**src/core/nvsp_pkg.sv**
```systemverilog
// Package of constants and types for the nonvolatile SRAM port controller
package nvsp_pkg;
  localparam int unsigned ADDR_W         = 15;
  localparam int unsigned DATA_W         = 8;
  localparam int unsigned CLK_PERIOD_NS  = 100;
  // Device access and cycle time, worst grade
  localparam int unsigned T_ACCESS_NS    = 45;
  localparam int unsigned T_CYCLE_NS     = 45;
  // Store busy may take this long to appear after request
  localparam int unsigned T_BUSY_NS      = 300;
  localparam int unsigned T_STORE_PW_NS  = 15;
  localparam int unsigned T_RECOVER_NS   = 700;
  // Power-up recall time, in microseconds
  localparam int unsigned T_RESTORE_US   = 550;
  localparam int unsigned CYC_ACCESS     = (T_ACCESS_NS + CLK_PERIOD_NS - 1) / CLK_PERIOD_NS;
  localparam int unsigned CYC_BUSY       = (T_BUSY_NS + CLK_PERIOD_NS - 1) / CLK_PERIOD_NS;
  localparam int unsigned CYC_STORE_PW   = (T_STORE_PW_NS + CLK_PERIOD_NS - 1) / CLK_PERIOD_NS;
  localparam int unsigned CYC_RECOVER    = (T_RECOVER_NS + CLK_PERIOD_NS - 1) / CLK_PERIOD_NS;
  localparam int unsigned CYC_RESTORE    = (T_RESTORE_US * 1000 + CLK_PERIOD_NS - 1) / CLK_PERIOD_NS;
  localparam int unsigned CNT_W          = 13;
  localparam logic [CNT_W-1:0] CNT_ZERO  = 13'h0000;
  localparam logic [CNT_W-1:0] CNT_ONE   = 13'h0001;
  localparam logic [ADDR_W-1:0] ADDR_RST = 15'h0000;
  localparam logic [DATA_W-1:0] DATA_RST = 8'h00;

  typedef enum logic [2:0] {
    NVSP_BOOT   = 3'b000,
    NVSP_IDLE   = 3'b001,
    NVSP_READ   = 3'b010,
    NVSP_WRITE  = 3'b011,
    NVSP_STREQ  = 3'b100,
    NVSP_STBUSY = 3'b101,
    NVSP_RECOV  = 3'b110,
    NVSP_END    = 3'b111
  } nvsp_state_t;
endpackage

```
**src/core/nvsp_tmr_if.sv**
```systemverilog
// Interface between the sequencer and its cycle timer
`timescale 1ns/10ps
`default_nettype none
interface nvsp_tmr_if;
  import nvsp_pkg::*;
  logic             load;
  logic [CNT_W-1:0] value;
  logic             done;
  modport ctrl (output load, output value, input done);
  modport tmr  (input load, input value, output done);
endinterface
`default_nettype wire

```
**src/core/nvsp_ctrl.sv**
```systemverilog
// Host-side controller driving the nonvolatile SRAM pins
`timescale 1ns/10ps
`default_nettype none
module nvsp_ctrl
  import nvsp_pkg::*;
(
  input  wire logic              clock,
  input  wire logic              rst,
  input  wire logic              req_valid,
  input  wire logic              req_write,
  input  wire logic              req_store,
  input  wire logic [ADDR_W-1:0] req_addr,
  input  wire logic [DATA_W-1:0] req_wdata,
  output logic                   req_ready,
  output logic                   rsp_valid,
  output logic [DATA_W-1:0]      rsp_rdata,
  output logic                   store_done,
  output logic [ADDR_W-1:0]      addr_in,
  output logic                   chip_on_n,
  output logic                   load_data_n,
  output logic                   drive_out_n,
  input  wire logic [DATA_W-1:0] data_pins_i,
  output logic [DATA_W-1:0]      data_pins_o,
  output logic                   data_pins_oe,
  input  wire logic              nv_save_busy_n_i,
  output logic                   nv_save_busy_n_o,
  output logic                   nv_save_busy_n_oe
);
  nvsp_tmr_if tif ();
  nvsp_timer u_timer (
    .clock (clock),
    .rst   (rst),
    .tif   (tif)
  );

  nvsp_state_t       st_reg,     st_next;
  logic [ADDR_W-1:0] addr_reg,   addr_next;
  logic [DATA_W-1:0] wdat_reg,   wdat_next;
  logic [DATA_W-1:0] rdat_reg,   rdat_next;
  logic              ce_n_reg,   ce_n_next;
  logic              we_n_reg,   we_n_next;
  logic              oe_n_reg,   oe_n_next;
  logic              doe_reg,    doe_next;
  logic              hsb_oe_reg, hsb_oe_next;
  logic              rdy_reg,    rdy_next;
  logic              rv_reg,     rv_next;
  logic              sd_reg,     sd_next;
  logic              seen_reg,   seen_next;
  logic              boot_ld_reg, boot_ld_next;
  logic              tload;
  logic [CNT_W-1:0]  tval;

  assign tif.load  = tload;
  assign tif.value = tval;

  always_comb begin
    st_next     = st_reg;
    addr_next   = addr_reg;
    wdat_next   = wdat_reg;
    rdat_next   = rdat_reg;
    ce_n_next   = ce_n_reg;
    we_n_next   = we_n_reg;
    oe_n_next   = oe_n_reg;
    doe_next    = doe_reg;
    hsb_oe_next = hsb_oe_reg;
    rdy_next    = 1'b0;
    rv_next     = 1'b0;
    sd_next     = 1'b0;
    seen_next   = seen_reg;
    tload       = 1'b0;
    tval        = CNT_ZERO;
    case (st_reg)
      NVSP_BOOT: begin
        if (tif.done && !boot_ld_reg) begin
          st_next  = NVSP_IDLE;
          rdy_next = 1'b1;
        end
      end
      NVSP_IDLE: begin
        rdy_next = 1'b1;
        if (!nv_save_busy_n_i) begin
          rdy_next = 1'b0;
        end else if (req_valid && rdy_reg) begin
          rdy_next = 1'b0;
          addr_next = req_addr;
          wdat_next = req_wdata;
          if (req_store) begin
            hsb_oe_next = 1'b1;
            seen_next   = 1'b0;
            tload       = 1'b1;
            tval        = CNT_W'(CYC_STORE_PW);
            st_next     = NVSP_STREQ;
          end else if (req_write) begin
            we_n_next = 1'b0;
            st_next   = NVSP_WRITE;
            tload     = 1'b1;
            tval      = CNT_W'(CYC_ACCESS);
          end else begin
            oe_n_next = 1'b0;
            st_next   = NVSP_READ;
            tload     = 1'b1;
            tval      = CNT_W'(CYC_ACCESS);
          end
        end
      end
      NVSP_READ: begin
        ce_n_next = 1'b0;
        if (tif.done && !ce_n_reg) begin
          rdat_next = data_pins_i;
          ce_n_next = 1'b1;
          oe_n_next = 1'b1;
          rv_next   = 1'b1;
          st_next   = NVSP_END;
        end
      end
      NVSP_WRITE: begin
        doe_next  = 1'b1;
        ce_n_next = 1'b0;
        if (tif.done && !ce_n_reg) begin
          ce_n_next = 1'b1;
          rv_next   = 1'b1;
          st_next   = NVSP_END;
        end
      end
      NVSP_STREQ: begin
        if (tif.done) begin
          hsb_oe_next = 1'b0;
          tload       = 1'b1;
          tval        = CNT_W'(CYC_BUSY);
          st_next     = NVSP_STBUSY;
        end
      end
      NVSP_STBUSY: begin
        if (!nv_save_busy_n_i) begin
          seen_next = 1'b1;
        end else if (seen_reg || tif.done) begin
          tload   = 1'b1;
          tval    = CNT_W'(CYC_RECOVER);
          st_next = NVSP_RECOV;
        end
      end
      NVSP_RECOV: begin
        if (tif.done && nv_save_busy_n_i) begin
          sd_next = 1'b1;
          st_next = NVSP_IDLE;
        end
      end
      NVSP_END: begin
        doe_next  = 1'b0;
        we_n_next = 1'b1;
        st_next   = NVSP_IDLE;
      end
      default: begin
        st_next = NVSP_IDLE;
      end
    endcase
    // hold off accesses for recall time
    if (boot_ld_reg) begin
      tload = 1'b1;
      tval  = CNT_W'(CYC_RESTORE);
    end
  end

  // Boot timer load on reset exit
  always_comb begin
    boot_ld_next = 1'b0;
  end

  always_ff @(posedge clock or posedge rst) begin
    if (rst) begin
      st_reg      <= NVSP_BOOT;
      addr_reg    <= ADDR_RST;
      wdat_reg    <= DATA_RST;
      rdat_reg    <= DATA_RST;
      ce_n_reg    <= 1'b1;
      we_n_reg    <= 1'b1;
      oe_n_reg    <= 1'b1;
      doe_reg     <= 1'b0;
      hsb_oe_reg  <= 1'b0;
      rdy_reg     <= 1'b0;
      rv_reg      <= 1'b0;
      sd_reg      <= 1'b0;
      seen_reg    <= 1'b0;
      boot_ld_reg <= 1'b1;
    end else begin
      st_reg      <= st_next;
      addr_reg    <= addr_next;
      wdat_reg    <= wdat_next;
      rdat_reg    <= rdat_next;
      ce_n_reg    <= ce_n_next;
      we_n_reg    <= we_n_next;
      oe_n_reg    <= oe_n_next;
      doe_reg     <= doe_next;
      hsb_oe_reg  <= hsb_oe_next;
      rdy_reg     <= rdy_next;
      rv_reg      <= rv_next;
      sd_reg      <= sd_next;
      seen_reg    <= seen_next;
      boot_ld_reg <= boot_ld_next;
    end
  end

  assign addr_in           = addr_reg;
  assign chip_on_n         = ce_n_reg;
  assign load_data_n       = we_n_reg;
  assign drive_out_n       = oe_n_reg;
  assign data_pins_o       = wdat_reg;
  assign data_pins_oe      = doe_reg;
  assign nv_save_busy_n_o  = 1'b0;
  assign nv_save_busy_n_oe = hsb_oe_reg;
  assign req_ready         = rdy_reg;
  assign rsp_valid         = rv_reg;
  assign rsp_rdata         = rdat_reg;
  assign store_done        = sd_reg;
endmodule
`default_nettype wire

```
**src/core/nvsp_timer.sv**
```systemverilog
// Down-counting cycle timer for pin phase lengths
`timescale 1ns/10ps
`default_nettype none
module nvsp_timer
  import nvsp_pkg::*;
(
  input  wire logic clock,
  input  wire logic rst,
  nvsp_tmr_if.tmr   tif
);
  logic [CNT_W-1:0] cnt_reg;
  logic [CNT_W-1:0] cnt_next;

  always_comb begin
    if (tif.load) begin
      cnt_next = tif.value;
    end else if (cnt_reg != CNT_ZERO) begin
      cnt_next = cnt_reg - CNT_ONE;
    end else begin
      cnt_next = cnt_reg;
    end
  end

  always_ff @(posedge clock or posedge rst) begin
    if (rst) begin
      cnt_reg <= CNT_ZERO;
    end else begin
      cnt_reg <= cnt_next;
    end
  end

  // Done from count only, so a load taken on done forms no loop
  assign tif.done = (cnt_reg == CNT_ZERO);
endmodule
`default_nettype wire

```
**config.mk**
```make
export PLATFORM = sky130hd
export DESIGN_NAME = nvsp_ctrl
export DESIGN_NICKNAME = d
export VERILOG_FILES = /design/src/core/nvsp_pkg.sv /design/src/core/nvsp_tmr_if.sv /design/src/core/nvsp_ctrl.sv /design/src/core/nvsp_timer.sv
export SDC_FILE = /design/constraint.sdc
export NUM_CORES = 1
export LEC_CHECK = 0
export BUFFER_PORTS_ARGS = -buffer_cell sky130_fd_sc_hd__buf_2
export CAP_MARGIN = 20
export CORE_ASPECT_RATIO = 1.4
export CORE_UTILIZATION = 46
export DETAILED_ROUTE_END_ITERATION = 10
export PLACE_DENSITY = 0.87
export SETUP_SLACK_MARGIN = 0.4
export SYNTH_ARGS = -nofsm -noshare
export SYNTH_HDL_FRONTEND = slang
export SYNTH_SLANG_ARGS = --single-unit
```
**constraint.sdc**
```tcl
create_clock -name clock -period 2.25 [get_ports clock]
set_input_delay 0.45 -clock clock [delete_from_list [all_inputs] [get_ports clock]]
set_output_delay 0.45 -clock clock [all_outputs]
set_load 0.01 [all_outputs]
```
==> out/qor.yml, run 1 <==
status:
  status: "completed"
synth:
  syn_area_sq_um: 2550
  yosysSeqAreaShare: 0.562
  avgSynthCellArea_sq_um: 12.1
  synth_edf_count: 0
  synth_area_leaders: "dfrtp_1, mux2_2, dfstp_2, xnor2_1, o21bai_1"
  synth.top_cells.by_count: "dfrtp_1, mux2_2, nand2_1, nor2_1, inv_1"
  synthCells: 211
  synth_ff_type: "dfrtp_1"
  async_flop_share: 1.00
  synth_seq_cells: 57
  yosysWarnings: 0
  yosysMostFrequentCell: "dfrtp_1"
  synth.largest_area_cell: "dfrtp_1"
  synth_top_area_frac: 0.521
  ys_types: 48
floorplan:
  die_y_microns: 90.1
  dieArea_sq_um: 5840
  fp.coreArea_sq_um: 5240
  ios: 77
  rows: 31
  die_w_microns: 64.9
  initial_core_util: 0.486
clock_tree:
  htreeDepth: 3
  clock_latency_ps: 340
  ctsRootBufferMaster: "clkbuf_8"
  numCtsBuffers: 9
  clk_pin_slew_ps: 70
  clock_sinks: 57
  cts_hold_buf: 0
  clk_path_buf_depth: 2
  cts_tree: "done"
worst_setup_path:
  crit_type: "reg -> reg"
  critPathArrivalTime_ps: 2250
  crit_fanout: 8
  endpoint_kind: "register"
  crit_buf_inv: 1
  max_stage_delay_ps: 390
  start_kind: "register"
  crit_family: "simple AND/OR/NAND/NOR gates"
  cp_slowest_cell: "dfrtp_1"
  cp_cell_sequence: "inv_2, ha_4, nor3b_4, nand4_2, or3_4, nor2_8, mux2_4"
  required_ps: 2470
sta:
  hold_slack_ps: 160
  max_freq_ghz: 0.492
  grt_setup_unrepaired: "true"
  setup_violations: 0
  fin_crit_ps: 2030
  finalClockSkew_ps: 7.07
  final.setup.tns_ps: 0
  period_share: 0.903
  hold_viol: 0
  drv_slew: 0
  worst_slack_ps: 218
routing:
  drc_errors: 0
  dr_total_vias: 1978
  drt-met1-wl_microns: 2260
  wl_met3_microns: 325
  routed_wl_microns: 5800
  firstDrtPassIters: 4
  avgRoutedWirePerCell_microns: 15.7
  viasPerCell: 5.35
  met2WireLength_microns: 3050
  routed.top_layer: "met4"
  drtIter0Drc: 126
  drt.antenna.violating_nets: 0
global_route:
  grt_pass1_vias: 2133
  antenna_found_initial: 0
  grt_max_degree: 58
  grt_util_all_layers: 0.215
  grt_pass1_wl_microns: 9430
  grt_remaining_overflow: 0
finish:
  n_antenna_cell: 0
  largest_reg_flops: 15
  final_net_count: 338
  layout.cells.non_filler: 370
  seqCellArea_sq_um: 1430
  multi_input_area_sq_um: 1150
  nFillCells: 409
  syn2layout_area_growth_pct: 34.1
  drive_above_1_share: 0.510
placement:
  numPortBuffers: 75
  routabilityCongestion: 0.834
  place_inst: 349
  dp_hpwl_microns: 3830
  pre_cts_slack_ps: 92.3
power_and_ir_drop:
  power_switching_uw: 1200
  sw_frac_of_total: 0.320
  leakage_uw: 0.00175
  power_frac_comb: 0.305
  seqPwrFrac: 0.413
  p_per_area_nw_per_um2: 1100
  ir_drop_mv: 0.696
  p_int_uw: 2550
  power.share.clock: 0.282
  total_power_uw: 3750
job:
  maxCapViolations: 0
hold_path:
  min-delay-path-class: "in -> async"
==> kinds of logic (layout without fill, tap and decap cells) <==
group                    count (synthesis)  after routing  share of synthesized area
AO/OA/AOI/OAI                           34             34                     0.0977
XOR/XNOR                                12             12                     0.0413
adder cells (fa/ha/maj)                  2              2                    0.00982
buffers and inverters                   21            113                     0.0329
flip-flops                              57             57                      0.562
multiplexers                            31             31                      0.137
other                                    1              2                    0.00147
AND/OR/NAND/NOR                         53             53                      0.118
==> through the flow <==
step                 util  cell area [sq um]
floorplan               -               2560
finish              0.653               3420
global placement    0.579               3030
CTS                 0.636               3330
global route        0.653               3420
detailed placement  0.579               3030
==> cell usage in the layout, fill, tap and decap left out, drive strengths merged, types with 2 or more instances in the layout <==
| cell type | instances |
|---|---|
| or3 | 2 |
| conb | 2 |
| or4 | 2 |
| nand2 | 15 |
| nor3 | 4 |
| clkbuf | 15 |
| dfrtp | 53 |
| buf | 87 |
| o21bai | 8 |
| inv | 10 |
| a22o | 2 |
| xnor2 | 8 |
| a31oi | 3 |
| a21oi | 6 |
| nand3 | 2 |
| xor2 | 4 |
| nand4 | 3 |
| nand3b | 2 |
| nor2 | 13 |
| ha | 2 |
| nor4 | 4 |
| dfstp | 4 |
| mux2 | 31 |
| a311oi | 2 |
| o21ai | 3 |
==> routing by layer <==
layer | vias up | track usage
met5 | - | 0
met4 | 0 | 0.122
met1 | 963 | 0.241
met3 | 19 | 0.0635
li1 | 922 | -
met2 | 74 | 0.356
==> worst reg2reg max path: cells and delay by family (launching register included) <==
kind                       cells  cell delay, ps
and+or+nand+nor                4             970
muxes                          1             330
adders and majority gates      1             140
DFF                            1             390
buffers and inverters          1              90
==> power by group through the flow <==
stage | sequential, uW | combinational (uW) | clock [uW]
2_1_floorplan | 1580 | 567 | 0
3_3_place_gp | 1520 | 1000 | 0
3_5_place_dp | 1540 | 1040 | 0
4_1_cts | 1540 | 1070 | 1080
5_1_grt | 1590 | 1240 | 1110
6_report | 1550 | 1140 | 1060
==> cell type report <==
cell class	instances	share of cell area
Inverter	10	0.0110
Clock inverter	1	0.00879
Timing Repair Buffer	87	0.141
Sequential cell	57	0.420
Multi-Input combinational cell	134	0.338
Tap cell	66	0.0242
Clock buffer	15	0.0575
==> path summary, 6_finish.rpt <==
path | start | to | slack (ps) | cells past startpoint
min in group clock | req_write | load_data_n | 280 | 2
max | u_timer.cnt_reg[0] | rsp_rdata[0] | 220 | 7
min | rst | u_timer.cnt_reg[6] | 160 | 3
min reg2reg | chip_on_n | chip_on_n | 500 | 2
max in group asynchronous | rst | load_data_n | 1800 | 3
max reg2reg | u_timer.cnt_reg[0] | rsp_rdata[0] | 220 | 7
==> what timing repair did <==
item,4_1_cts,5_1_grt
buffers inserted,3,2
cloned,0,0
pin swaps,3,4
endpoints found under the hold margin,0,0
setup endpoints to repair,22,20
resized for setup,12,15
Note: power is estimated with default switching activity, not from simulation.
==> run 2: changes to the inputs <==
--- a/config.mk
+++ b/config.mk
@@ -8,9 +8,10 @@
 export BUFFER_PORTS_ARGS = -buffer_cell sky130_fd_sc_hd__buf_2
 export CAP_MARGIN = 20
 export CORE_ASPECT_RATIO = 1.4
-export CORE_UTILIZATION = 46
+export CORE_UTILIZATION = 48
+export CTS_BUF_LIST = sky130_fd_sc_hd__clkbuf_4
 export DETAILED_ROUTE_END_ITERATION = 10
-export PLACE_DENSITY = 0.87
+export PLACE_DENSITY = 0.9
 export SETUP_SLACK_MARGIN = 0.4
 export SYNTH_ARGS = -nofsm -noshare
 export SYNTH_HDL_FRONTEND = slang
==> out/qor.yml, run 2 (same netlist as run 1, synthesis figures left out) <==
worst_setup_path:
  crit_type: "reg -> reg"
  cp_slowest_cell: "dfrtp_1"
  crit_start: "u_timer.cnt_reg[7]"
  crit_buf_inv: 0
  required_ps: 2540
  cp_cell_sequence: "nor4_4, nand4_2, or3_4, nor2_8, mux2_2"
  regToRegEndpoint: "rsp_rdata[2]"
  crit_fanout: 8
  critPathArrivalTime_ps: 2360
  rrSetupSlack_ps: 180
  r2r_start: "u_timer.cnt_reg[7]"
  crit_family: "simple AND/OR/NAND/NOR gates"
  cp.depth: 5
  start_kind: "register"
  ff2ff_path_depth: 5
  endpoint_kind: "register"
  crit_end: "rsp_rdata[2]"
  max_stage_delay_ps: 490
placement:
  place_area_sq_um: 3030
  numPortBuffers: 75
  pre_cts_slack_ps: 116
  routabilityCongestion: 0.895
  place_inst: 350
  dp_hpwl_microns: 3990
clock_tree:
  ctsRootBufferMaster: "clkbuf_4"
  clock_latency_ps: 400
  cts_tree: "done"
  clk_pin_slew_ps: 100
  clk_path_buf_depth: 2
  htreeDepth: 3
  clock_sinks: 57
  cts_hold_buf: 0
  numCtsBuffers: 9
sta:
  grt_setup_unrepaired: "true"
  final.setup.tns_ps: 0
  setup_violations: 0
  drv_slew: 0
  period_share: 0.920
  fin_crit_ps: 2070
  max_freq_ghz: 0.483
  hold_viol: 0
  finalClockSkew_ps: 8.47
  worst_slack_ps: 180
status:
  status: "completed"
power_and_ir_drop:
  power.share.clock: 0.234
  seqPwrFrac: 0.434
  sw_frac_of_total: 0.344
  total_power_uw: 3510
  p_per_area_nw_per_um2: 1050
  ir_drop_mv: 0.715
  power_frac_comb: 0.332
  p_int_uw: 2310
  leakage_uw: 0.00173
  power_switching_uw: 1210
global_route:
  grt_remaining_overflow: 0
  grt_max_degree: 32
  grt_util_all_layers: 0.239
  grt_pass1_vias: 2145
  antenna_found_initial: 0
  grt_pass1_wl_microns: 9940
routing:
  drtIter0Drc: 128
  drt.antenna.violating_nets: 0
  met2WireLength_microns: 3430
  viasPerCell: 5.34
  routed_wl_microns: 6220
  firstDrtPassIters: 5
  drt-met1-wl_microns: 2380
  wl_met3_microns: 289
  routed.top_layer: "met4"
  dr_total_vias: 1988
  drc_errors: 0
  avgRoutedWirePerCell_microns: 16.7
hold_path:
  min-delay-path-class: "in -> async"
finish:
  stdcell_area_sq_um: 3350
  syn2layout_area_growth_pct: 31.3
  final_net_count: 340
  layout.cells.non_filler: 372
  n_antenna_cell: 0
  layout_common_cells: "buf_2, dfrtp_1, mux2_2"
  largest_reg_flops: 15
  drive_above_1_share: 0.513
  final_common_cell: "buf_2"
job:
  maxCapViolations: 0
floorplan:
  initial_core_util: 0.494
  ios: 77
  dieArea_sq_um: 5610
  rows: 31
  fp.coreArea_sq_um: 5160
  die_y_microns: 88.2
  die_w_microns: 63.6
-- run 2: cell types whose count changed in the layout (fill, tap and decap cells not counted), sizes merged --
cell and delta:
clkinv +4, buf +2, bufinv +1, clkinvlp +1, clkbuf -6
-- run 2: cell type report --
class / count / area (sq um)
multi-input cells: 134 / 1160
fillers: 375 / 1810
flip-flops and latches: 57 / 1430
clock buffers: 9 / 67.6
inverters: 10 / 37.5
clock inverters: 7 / 85.1
repair buffers: 89 / 484
well taps: 66 / 82.6
-- run 2: per-layer routing --
metal / vias to the layer above / GRT usage
met2: 70 / 0.430
met3: 11 / 0.0573
li1: 925 / -
met4: 0 / 0.128
met1: 982 / 0.258
met5: - / 0
-- run 2: what timing repair did --
action	CTS	global route
pin swaps	3	3
buffers inserted	6	0
resized for setup	14	10
setup endpoints to repair	18	27
-- run 2: worst min path at each step --
stage / startpoint / endpoint / slack [ps] / cells after the start
after floorplan: chip_on_n / chip_on_n / 470 / 2
after global placement: rst / u_timer.cnt_reg[3] / 470 / 2
after detailed placement: rst / u_timer.cnt_reg[3] / 470 / 2
after CTS: rst / u_timer.cnt_reg[1] / 40 / 2
after global routing: rst / u_timer.cnt_reg[3] / 70 / 2
final: rst / u_timer.cnt_reg[1] / 30 / 2
-- run 2: metrics by stage --
step                hold WS, ps   util
floorplan                   475      -
global placement            468  0.587
detailed placement          472  0.587
CTS                        41.2  0.636
global route               68.7  0.649
finish                     34.2  0.649
-- run 2: power by group through the flow --
stage	sequential (uW)	clock, uW	combinational (uW)
final	1530	823	1160
after global routing	1570	865	1280
after CTS	1520	829	1110
after detailed placement	1530	0	1050
after global placement	1500	0	1020
after floorplan	1580	0	567
==> run 3: changes to the inputs <==
--- a/config.mk
+++ b/config.mk
@@ -12,6 +12,7 @@
 export CTS_BUF_LIST = sky130_fd_sc_hd__clkbuf_4
 export DETAILED_ROUTE_END_ITERATION = 10
 export PLACE_DENSITY = 0.9
+export RECOVER_POWER = 50
 export SETUP_SLACK_MARGIN = 0.4
 export SYNTH_ARGS = -nofsm -noshare
 export SYNTH_HDL_FRONTEND = slang
==> out/qor.yml, run 3 (same netlist as run 1, synthesis figures left out) <==
floorplan:
  rows: 31
  fp.coreArea_sq_um: 5160
  die_y_microns: 88.2
  initial_core_util: 0.494
  ios: 77
  die_w_microns: 63.6
  dieArea_sq_um: 5610
routing:
  drtIter0Drc: 137
  routed_wl_microns: 6210
  drc_errors: 0
  dr_total_vias: 1981
  drt.antenna.violating_nets: 0
  firstDrtPassIters: 4
  viasPerCell: 5.33
  avgRoutedWirePerCell_microns: 16.7
sta:
  period_share: 0.917
  worst_pin_slew_ps: 1090
  final.setup.tns_ps: 0
  fin_crit_ps: 2060
  max_freq_ghz: 0.484
  setup_violations: 0
  finalClockSkew_ps: 9.44
  drv_slew: 0
  hold_viol: 0
  relSlewSlack: 0.271
  grt_setup_unrepaired: "true"
finish:
  final_net_count: 340
  syn2layout_area_growth_pct: 30.2
  layout_common_cells: "buf_2, dfrtp_1, mux2_2"
  largest_reg_flops: 15
  drive_above_1_share: 0.444
  n_antenna_cell: 0
  final_common_cell: "buf_2"
worst_setup_path:
  start_kind: "register"
  crit_buf_inv: 1
  crit_family: "simple AND/OR/NAND/NOR gates"
  endpoint_kind: "register"
  required_ps: 2540
  cp_slowest_cell: "dfrtp_1"
  critPathArrivalTime_ps: 2350
  max_stage_delay_ps: 420
  crit_fanout: 8
  cp_cell_sequence: "inv_2, ha_4, nor3b_4, nand4_2, or3_4, nor2_8, mux2_2"
  crit_type: "reg -> reg"
job:
  maxCapViolations: 0
global_route:
  grt_util_all_layers: 0.239
  antenna_found_initial: 0
  grt_pass1_vias: 2145
  grt_remaining_overflow: 0
  grt_max_degree: 32
  grt_pass1_wl_microns: 9940
hold_path:
  min-delay-path-class: "in -> async"
clock_tree:
  ctsRootBufferMaster: "clkbuf_4"
  cts_tree: "done"
  clock_latency_ps: 400
  clk_pin_slew_ps: 100
  clk_path_buf_depth: 2
  htreeDepth: 3
  numCtsBuffers: 9
  clock_sinks: 57
power_and_ir_drop:
  p_int_uw: 2280
  power_switching_uw: 1200
  power.share.clock: 0.235
  ir_drop_mv: 0.706
  leakage_uw: 0.00165
  p_per_area_nw_per_um2: 1050
  power_frac_comb: 0.325
  total_power_uw: 3480
  seqPwrFrac: 0.439
  sw_frac_of_total: 0.346
placement:
  routabilityCongestion: 0.895
  dp_hpwl_microns: 3990
  numPortBuffers: 75
status:
  status: "completed"
run 3: cell types whose count changed in the layout (fill, tap and decap cells not counted), sizes merged:
cell    change
clkbuf     +20
buf        -20
run 3: power by group through the flow:
stage | sequential [uW] | combinational [uW] | clock (uW)
2_1_floorplan | 1580 | 567 | 0
4_1_cts | 1520 | 1110 | 829
3_5_place_dp | 1530 | 1050 | 0
3_3_place_gp | 1500 | 1020 | 0
6_report | 1530 | 1130 | 820
5_1_grt | 1570 | 1240 | 865
run 3: what timing repair did:
item	in CTS	in global routing
hold endpoints to repair	0	0
pin swaps	3	3
gates resized for setup	14	10
hold buffers	0	0
buffers inserted	6	0
endpoints found under the setup margin	18	27
run 3: metal layers:
layer	GRT usage	wire (microns)
met2	0.430	3460
met4	0.128	114
met5	0	0
met1	0.258	2360
met3	0.0573	275
run 3: metrics by stage:
step	hold slack (ps)	cell area [sq um]	setup slack, ps	instances	utilization
global route	222	3320	88.1	372	0.643
CTS	41.2	3280	219	372	0.636
floorplan	475	2560	219	212	-
finish	174	3320	186	372	0.643
detailed placement	472	3030	116	350	0.587
global placement	468	3030	180	350	0.587
run 3: cell type report:
| type | instances | area, sq um |
|---|---|---|
| flip-flops and latches | 57 | 1430 |
| inverters | 10 | 37.5 |
| clock buffers | 9 | 67.6 |
| well taps | 66 | 82.6 |
| multi-input cells | 134 | 1160 |
| repair buffers | 89 | 454 |
| fillers | 384 | 1840 |
| clock inverters | 7 | 85.1 |
run 3: final timing paths:
check,from,endpoint,slack [ps],cells past startpoint
setup / recovery,u_timer.cnt_reg[1],rsp_rdata[2],190,7
hold / removal,rst,u_timer.cnt_reg[1],170,2
setup reg to reg,u_timer.cnt_reg[1],rsp_rdata[2],190,7
hold reg to reg,data_pins_o[7],data_pins_o[7],510,1
max in group asynchronous,rst,addr_in[13],620,3
min in group clock,req_write,load_data_n,220,2
run 3: worst register-to-register path, cell delays in order (launching register included):
cell	delay [ps]
dfrtp_1	420
inv_2	90
ha_4	120
nor3b_4	210
nand4_2	160
or3_4	400
nor2_8	200
mux2_2	360
